$ cat src/core/sore_exec_regs.vh
// Constants for the store/option/return execute block.
// Assumes a 14-bit instruction word and 13-bit program counter.
`ifndef SORE_EXEC_REGS_VH
`define SORE_EXEC_REGS_VH
`define SORE_INSTR_W 14
`define SORE_PC_W 13
`define SORE_FADDR_W 7
// Accumulator store: 00 0000 1fff ffff.
`define SORE_STORE_MASK 14'h3F80
`define SORE_STORE_CODE 14'h0080
// Legacy option load: 00 0000 0110 0010.
`define SORE_OPTLOAD_CODE 14'h0062
// No-operation: 00 0000 0xx0 0000.
`define SORE_NOP_MASK 14'h3F9F
`define SORE_NOP_CODE 14'h0000
// Interrupt return: 00 0000 0000 1001.
`define SORE_IRET_CODE 14'h0009
// File address of the option configuration register.
`define SORE_OPTION_ADDR 7'h01
// Global interrupt enable position in the interrupt control register.
`define SORE_IRQ_EN_BIT 7
`define SORE_OPTION_RST 8'hFF
`define SORE_IRET_CYCLES 2
`endif

$ cat src/core/sore_exec.v
// Execute stage for accumulator store, option load, no-operation and interrupt return.
// Assumes the fetch logic presents one instruction with i_instr_valid per cycle and
// honours o_flush by discarding the prefetched word.
//
// Overview of operation
// - Accumulator store copies accumulator into addressed register.
// - Option-load writes accumulator into option register.
// - Option register also reachable through ordinary store.
// - Interrupt return pops stack into program counter.
// - Interrupt return sets global interrupt enable bit.
// - Interrupt return takes two cycles, refilling pipeline.
`include "sore_exec_regs.vh"
module sore_exec (
    input wire i_ref_clk,
    input wire i_arst_n,
    input wire i_instr_valid,
    input wire [`SORE_INSTR_W-1:0] i_instr,
    input wire [7:0] i_accum,
    input wire [`SORE_PC_W-1:0] i_pc,
    input wire [`SORE_PC_W-1:0] i_stack_top_entry,
    input wire [7:0] i_interrupt_control_reg,
    output wire o_file_we,
    output wire [`SORE_FADDR_W-1:0] o_file_addr,
    output wire [7:0] o_file_wdata,
    output wire [7:0] o_option_reg,
    output wire o_stack_pop,
    output wire o_pc_load,
    output wire [`SORE_PC_W-1:0] o_pc_next,
    output wire o_irq_ctrl_we,
    output wire [7:0] o_irq_ctrl_wdata,
    output wire o_flush,
    output wire o_busy
);
    localparam ST_RUN = 1'h0;
    localparam ST_REFILL = 1'h1;
    // Cycles spent in refill after the return's own cycle.
    // A counter rather than a single state keeps the cycle count in one constant.
    localparam [31:0] REFILL_LOAD = `SORE_IRET_CYCLES - 1;

    // Sequencer: the cycle after an interrupt return is a bubble that decodes nothing.
    reg state_q;
    reg state_d;
    reg [1:0] refill_cnt_q;
    reg [1:0] refill_cnt_d;

    // File register write port.
    reg file_we_q;
    reg file_we_d;
    reg [`SORE_FADDR_W-1:0] file_addr_q;
    reg [`SORE_FADDR_W-1:0] file_addr_d;
    reg [7:0] file_wdata_q;
    reg [7:0] file_wdata_d;

    // Option configuration register, held here so both write paths meet in one place.
    reg [7:0] option_q;
    reg [7:0] option_d;

    // Stack, program counter and interrupt control requests.
    reg stack_pop_q;
    reg stack_pop_d;
    reg pc_load_q;
    reg pc_load_d;
    reg [`SORE_PC_W-1:0] pc_next_q;
    reg [`SORE_PC_W-1:0] pc_next_d;
    reg irq_ctrl_we_q;
    reg irq_ctrl_we_d;
    reg [7:0] irq_ctrl_wdata_q;
    reg [7:0] irq_ctrl_wdata_d;
    reg flush_q;
    reg flush_d;
    reg busy_q;
    reg busy_d;

    // Instruction decode.
    wire is_store;
    wire is_optload;
    wire is_nop;
    wire is_iret;
    wire accept;
    wire [`SORE_FADDR_W-1:0] faddr;
    wire hits_option;
    wire [`SORE_PC_W-1:0] pc_inc;
    wire [7:0] irq_ctrl_set;
    genvar gi;

    assign is_store = ((i_instr & `SORE_STORE_MASK) == `SORE_STORE_CODE);
    assign is_optload = (i_instr == `SORE_OPTLOAD_CODE);
    assign is_nop = ((i_instr & `SORE_NOP_MASK) == `SORE_NOP_CODE);
    assign is_iret = (i_instr == `SORE_IRET_CODE);
    assign accept = i_instr_valid && (state_q == ST_RUN);
    assign faddr = i_instr[`SORE_FADDR_W-1:0];
    assign hits_option = (faddr == `SORE_OPTION_ADDR);
    assign pc_inc = i_pc + {{(`SORE_PC_W-1){1'h0}}, 1'h1};

    // Read-modify-write image of the interrupt control register: only the enable bit is forced.
    // The other bits pass through, so a flag raised in the same cycle is not lost here.
    generate
        for (gi = 0; gi < 8; gi = gi + 1) begin : g_irq_ctrl_bit
            if (gi == `SORE_IRQ_EN_BIT) begin : g_enable
                assign irq_ctrl_set[gi] = 1'h1;
            end else begin : g_keep
                assign irq_ctrl_set[gi] = i_interrupt_control_reg[gi];
            end
        end
    endgenerate

    // Next-state logic; pulses default low so each request lasts exactly one cycle.
    always @* begin
        state_d = state_q;
        refill_cnt_d = refill_cnt_q;
        file_we_d = 1'h0;
        file_addr_d = file_addr_q;
        file_wdata_d = file_wdata_q;
        option_d = option_q;
        stack_pop_d = 1'h0;
        pc_load_d = 1'h0;
        pc_next_d = pc_next_q;
        irq_ctrl_we_d = 1'h0;
        irq_ctrl_wdata_d = irq_ctrl_wdata_q;
        flush_d = 1'h0;
        busy_d = busy_q;
        case (state_q)
            ST_RUN: begin
                busy_d = 1'h0;
                if (accept) begin
                    // Every accepted word moves the program counter on unless it is replaced below.
                    pc_next_d = pc_inc;
                    if (is_store) begin
                        file_we_d = 1'h1;
                        file_addr_d = faddr;
                        file_wdata_d = i_accum;
                        if (hits_option) begin
                            // The file array is written too, so a later read there sees this value.
                            option_d = i_accum;
                        end
                    end else if (is_optload) begin
                        // Kept for old code; the ordinary store above reaches the same register.
                        option_d = i_accum;
                    end else if (is_iret) begin
                        stack_pop_d = 1'h1;
                        pc_load_d = 1'h1;
                        pc_next_d = i_stack_top_entry;
                        irq_ctrl_we_d = 1'h1;
                        irq_ctrl_wdata_d = irq_ctrl_set;
                        flush_d = 1'h1;
                        busy_d = 1'h1;
                        refill_cnt_d = REFILL_LOAD[1:0];
                        state_d = ST_REFILL;
                    end else if (is_nop) begin
                        // No register, flag, stack entry or memory is touched.
                        busy_d = 1'h0;
                    end
                end
            end
            ST_REFILL: begin
                // The prefetched word is discarded; the fetch side refills from o_pc_next.
                refill_cnt_d = refill_cnt_q - 2'h1;
                if (refill_cnt_q <= 2'h1) begin
                    busy_d = 1'h0;
                    state_d = ST_RUN;
                end
            end
            default: begin
                state_d = ST_RUN;
            end
        endcase
    end

    always @(posedge i_ref_clk or negedge i_arst_n) begin
        if (!i_arst_n) begin
            state_q <= ST_RUN;
            refill_cnt_q <= 2'h0;

            file_we_q <= 1'h0;
            file_addr_q <= {`SORE_FADDR_W{1'h0}};
            file_wdata_q <= 8'h00;
            option_q <= `SORE_OPTION_RST;

            stack_pop_q <= 1'h0;
            pc_load_q <= 1'h0;
            pc_next_q <= {`SORE_PC_W{1'h0}};
            irq_ctrl_we_q <= 1'h0;
            irq_ctrl_wdata_q <= 8'h00;
            flush_q <= 1'h0;
            busy_q <= 1'h0;
        end else begin
            state_q <= state_d;
            refill_cnt_q <= refill_cnt_d;

            file_we_q <= file_we_d;
            file_addr_q <= file_addr_d;
            file_wdata_q <= file_wdata_d;
            option_q <= option_d;

            stack_pop_q <= stack_pop_d;
            pc_load_q <= pc_load_d;
            pc_next_q <= pc_next_d;
            irq_ctrl_we_q <= irq_ctrl_we_d;
            irq_ctrl_wdata_q <= irq_ctrl_wdata_d;
            flush_q <= flush_d;
            busy_q <= busy_d;
        end
    end

    // Every output is a flip-flop, so the fetch side sees no decode glitches.
    assign o_file_we = file_we_q;
    assign o_file_addr = file_addr_q;
    assign o_file_wdata = file_wdata_q;
    assign o_option_reg = option_q;

    assign o_stack_pop = stack_pop_q;
    assign o_pc_load = pc_load_q;
    assign o_pc_next = pc_next_q;
    assign o_irq_ctrl_we = irq_ctrl_we_q;
    assign o_irq_ctrl_wdata = irq_ctrl_wdata_q;

    // The fetch side must not present a new word while this is high.
    assign o_flush = flush_q;
    assign o_busy = busy_q;
endmodule

$ cat config.mk
export PLATFORM = sky130hd
export DESIGN_NAME = sore_exec
export DESIGN_NICKNAME = d
export VERILOG_FILES = /design/src/core/sore_exec.v
export VERILOG_INCLUDE_DIRS = /design/src /design/src/core
export SDC_FILE = /design/constraint.sdc
export NUM_CORES = 1
export LEC_CHECK = 0
export CAP_MARGIN = 20
export CELL_PAD_IN_SITES_DETAIL_PLACEMENT = 1
export CELL_PAD_IN_SITES_GLOBAL_PLACEMENT = 2
export CORE_MARGIN = 2
export CORE_UTILIZATION = 39
export DETAILED_ROUTE_END_ITERATION = 12
export DONT_BUFFER_PORTS = 1
export PLACE_DENSITY = 0.77
export SLEW_MARGIN = 20
export SYNTH_ARGS = -nofsm -noshare
export SYNTH_HDL_FRONTEND = slang
export SYNTH_SLANG_ARGS = --single-unit
export TNS_END_PERCENT = 20
$ cat constraint.sdc
create_clock -name i_ref_clk -period 1.8 [get_ports i_ref_clk]
set_input_delay 0.09 -clock i_ref_clk [delete_from_list [all_inputs] [get_ports i_ref_clk]]
set_output_delay 0.09 -clock i_ref_clk [all_outputs]
set_load 0.01 [all_outputs]
# == Word level (Yosys, flattened, before mapping) ==
# Index checks and enable logic that the tools add are counted.
# totals
n_memories,0
input_bits,59
reg_bits,50
out_inout_bits,50
latchBits,0
rom_bits,0
ramBits,0
# op_classes
bitwise,3
shift,0
n_mul,0
reduce_logical,7
n_lt_le_gt_ge,1
n_addsub,2
div_mod_pow,0
muxes,23
n_eq_ne,10
# op_table
operator,n
$mux W13,3
$mux W8,3
$eq A14 B4 Y1 const B,1
$eq A14 B7 Y1 const B,1
$eq A7 B1 Y1 const B,2
$add A13 B1 Y13 const B,1
$mux W1,10
$mux W2,4
$ne A2 B2 Y1 const B,4
$reduce_and A4 Y1,2
$reduce_and A5 Y1,1
$ne A2 B1 Y1 const B,2
$pmux W1 S2,2
$pmux W2 S2,1
$not A1 Y1,3
$reduce_and A3 Y1,1
$le A2 B1 Y1 const B,1
$reduce_and A2 Y1,1
$reduce_bool A2 Y1,1
$sub A2 B1 Y2 const B,1
$logic_and A1 B1 Y1,1

# == Logic depth before layout (Yosys ltp) ==
# depth
depth_word,6
ltp_mapped,5
ltp_nobuf,5

# == Worst setup path before layout ==
# Ideal clock, no wire load.
# synth_timing
path_kind,reg-to-reg
start,reg state_q
end,reg irq_ctrl_wdata_q[1] (netlist: o_irq_ctrl_wdata[1])
setup_time_ns,0.125
path_buffers,1
stages_incl_launch_ff,6
path_slack_ns,0.232
t_arrival_ns,1.443
required_time_ns,1.675
cell_sequence,dfrtp_1 nor2b_1 and3_4 and3_4 buf_6 mux2_4
# synth_via
elab_chain_cells,3
# synth_rtl
element,line,rtl
from (decl),sore_exec.v:41,reg state_q;
from (signal assigned),sore_exec.v:187,state_q <= state_d;
$not A1 Y1 (*),-,
$logic_and A1 B1 Y1,sore_exec.v:90,assign accept = i_instr_valid && (state_q == ST_RUN);
$reduce_and A5 Y1 (no source line) (*),-,
to (signal assigned),sore_exec.v:199,irq_ctrl_wdata_q <= irq_ctrl_wdata_d;
to (decl),sore_exec.v:67,reg [7:0] irq_ctrl_wdata_q;
# Every way passes the cells marked *; elsewhere a longest branch is shown, timed or not.
# A chain may end at the register's enable or synchronous reset.

# == Final worst setup path ==
# layout_timing
start,reg state_q
end,reg irq_ctrl_wdata_q[0] (netlist: o_irq_ctrl_wdata[0])
# The elaborated chain is that of the path after synthesis.

==> flow_summary.ini <==
[outcome]
run_status = finished clean

[routing]
drt_wl_total_mm = 6.45
met3_length_um = 447
vias = 1699
starting_drc_count_in_detailed_routing = 28
routed_via_density = 5.61
route.met2.wl_mm = 3.51
antenna_left = 0
maxUsedRoutingLayer = met4
post-route-drc-count = 0
drt-wirelength-per-cell_um = 21.3
met1_length_mm = 2.37
detailedRoute.firstPassIterationCount = 4

[synthesis]
synthesis.area_per_instance_um2 = 12.7
synth_enable_flop_cells = 0
synth-seq-area-share_pct = 50.8
yosys.area.top_type = dfrtp_1
yosysUniqueCellTypes = 47
yosysWarnings = 0
synth.cell_area_mm2 = 0.00248
post_synth_main_area_contributors = dfrtp_1 (42%), mux2_4 (14%), dfstp_2 (8.5%)
mappedNetlistNets = 256
synth_largest_type_area_fraction_pct = 42.3
yosys_most_used_dff = dfrtp_1
syn_inst = 195
synth-seq-cells = 50
postSynth.asyncResetShare_pct = 100

[layout]
largest_register_ffs = 13
design_area_final_mm2 = 0.00294
final-instance-count-excl-fill = 303
final_nets = 286
layout-area-overhead-vs-synth_pct = 18.4
fill_cells = 673
layout-drive-gt1-share_pct = 28.8
ant_diodes = 0

[global_route]
grt.overflow.total = 0
grt_pass1_vias = 2007
grt_use_total_pct = 19.0
largest_net_degree_at_the_start_of_global_routing = 51
grt_pass1_wl_mm = 10.6
antenna_violations_before_repair = 0

[critical_path]
crit-reg2reg-launch = state_q
setup.reg_to_reg.worst_slack_ns = 0.19
cell_type_with_the_highest_occurrence_count_on_the_critical_path = and3_4
cp_data_arrival_time_ns = 1.80
crit_path_top_delay_cell = dfrtp_1
rr_worst_depth = 4
worst_ep_required_time_ns = 1.99
timing.critical_path.to_type = flip-flop
slowest_stage_delay_on_critical_path_ns = 0.45
critical_path_buf_inv_count = 0
cpLargestDelayFamily = simple AND/OR/NAND/NOR gates
timing.setup.critical_path_class = flip-flop to flip-flop
timing.rr.end = o_irq_ctrl_wdata[0]
timing.critical_path.from_type = flip-flop
critical_path.cell_chain = nor2b_2 > and3_4 > and3_4 > mux2_2
worstPathMaxFanout = 11

[clock_network]
ctsLongestPathBuffers = 2
tritoncts_buffers = 5
clk_latency_ns = 0.30
clock-sinks = 50
clk_pin_slew_ns = 0.09
buffers_inserted_during_post_cts_setup_optimization = 0
tritoncts = yes
clk_root_buffer_cell = clkbuf_8
htreeDepth = 2

[floorplan]
core_area_mm2 = 0.00624
area_of_the_die_mm2 = 0.00703
rows = 29
io_pins = 109
initial_utilization_pct = 39.8
die_width_um = 83.8
die_y_um = 83.8

[place]
dp.final_hpwl_mm = 4.50
routability_congestion = 0.757
post_place_cell_area_mm2 = 0.00254
place_worst_setup_slack_ns = 0.178
post-place-cells = 266
placement.io_buffers = 0

[timing]
hold-worst-slack_ns = 0.0134
finalMaxSlewViolations = 0
fmax_mhz = 620
report.final.hold_viol_count = 0
grt_setup_unrepaired = no
worst_margin_slew_ns = 0.637
layout_setup_ws_ns = 0.187
setup-tns-final_ns = 0
final.min_clock_period_ns = 1.61
max_slew_margin_vs_limit_pct = 57.6
worst_clk_skew_ns = 0.00430
period_share_pct = 89.6
finalSetupViolCount = 0

[min_path]
worst_hold_path_type = input pin to flip-flop
timing.hold.worst.start = i_stack_top_entry[6]
whs_path_depth = 2
min_delay_worst_endpoint = o_pc_next[6]

[pwr]
power.density_mw_per_mm2 = 727
cellLeakagePower_uw = 0.00133
power.ir.vdd_worst_v = 0.000406

[job]
maxCapViolations = 0
[routing by layer]
metal,vias to the layer above,global-route usage [%]
met2,73,36.0
met1,846,19.7
li1,768,-
met4,0,6.60
met3,12,5.74
met5,-,0
[worst max-delay path by stage]
| stage | cells past startpoint | endpoint | slack, ns | start |
|---|---|---|---|---|
| finish | 4 | o_irq_ctrl_wdata[0] | 0.19 | state_q |
| global route | 5 | o_pc_next[0] | 0.06 | state_q |
| CTS | 5 | o_pc_next[0] | 0.12 | i_instr[1] |
| detailed placement | 4 | o_irq_ctrl_wdata[0] | 0.18 | state_q |
| global placement | 4 | o_irq_ctrl_wdata[0] | 0.19 | state_q |
| floorplan | 5 | o_irq_ctrl_wdata[1] | 0.23 | state_q |
[through the flow]
stage               utilization (%)  power, µW
floorplan                         -       1380
global placement               40.7       1410
detailed placement             40.7       1420
CTS                            47.0       2160
global route                   47.2       2250
finish                         47.2       2140
[report_power, final]
| group | switching (µW) | internal, µW |
|---|---|---|
| clock | 381 | 274 |
| sequential | 74.7 | 1180 |
| combinational | 99.4 | 126 |
| total | 555 | 1580 |
[layout by cell type (no fill, tap or decap), drive strengths merged, types with 2 or more instances in the layout]
cell type	count
dfrtp	42
nor4b	2
mux2i	3
or2	2
inv	4
clkinv	2
nand2	18
dlygate4sd3	28
a31oi	2
buf	5
and3	4
dfstp	8
o31ai	2
a21oi	2
nor3	6
o31a	2
a2bb2oi	2
nor4	3
mux2	31
xor2	3
xnor2	2
nand3	4
nand2b	2
o21ai	16
ha	2
nor2	4
or3	2
nand4	5
and4	2
clkbuf	5
[cell families (layout without fill, tap and decap cells)]
logic type	Yosys count	in the layout	share of synthesized area [%]
flops	50	50	50.8
simple gates	56	56	14.5
buf+inv	14	45	4.08
xor+xnor	5	5	1.76
fa+ha+maj	2	2	1.01
mux	34	34	18.7
compound gates	34	34	9.16
[worst register-to-register path, delay by kind of cell (launching register included)]
kind,cells,cell delay [ns]
flops,1,0.45
mux,1,0.36
simple gates,3,0.70
[synthesized netlist by cell type (all sizes together) (2+ instances only)]
cell	instances
nand2	18
inv	4
o21ai	16
dfstp	8
nor3	6
and3	4
a31oi	2
dfrtp	42
xor2	3
clkbuf	2
a2bb2oi	2
a21oi	2
ha	2
o31a	2
nor4	3
nand3	4
nor2	4
nor4b	2
or2	2
and4	2
mux2	31
nand2b	2
buf	8
or3	2
xnor2	2
mux2i	3
nand4	5
o31ai	2
[area by class of cell]
type	count	area [µm²]	area share, %
inverters	4	15.0	0.510
clock buffers	5	68.8	2.34
well taps	77	96.3	3.27
clock inverters	3	21.3	0.723
multi-input cells	131	1130	38.3
repair buffers	33	354	12.0
flip-flops and latches	50	1260	42.9
[timing repair]
item / 4_1_cts / 5_1_grt
endpoints found under the setup margin: 0 / 1
resized for setup: 0 / 3
hold buffers: 29 / 0
hold endpoints to repair: 84 / 0
No activity file was read; power rests on OpenSTA's default activity.
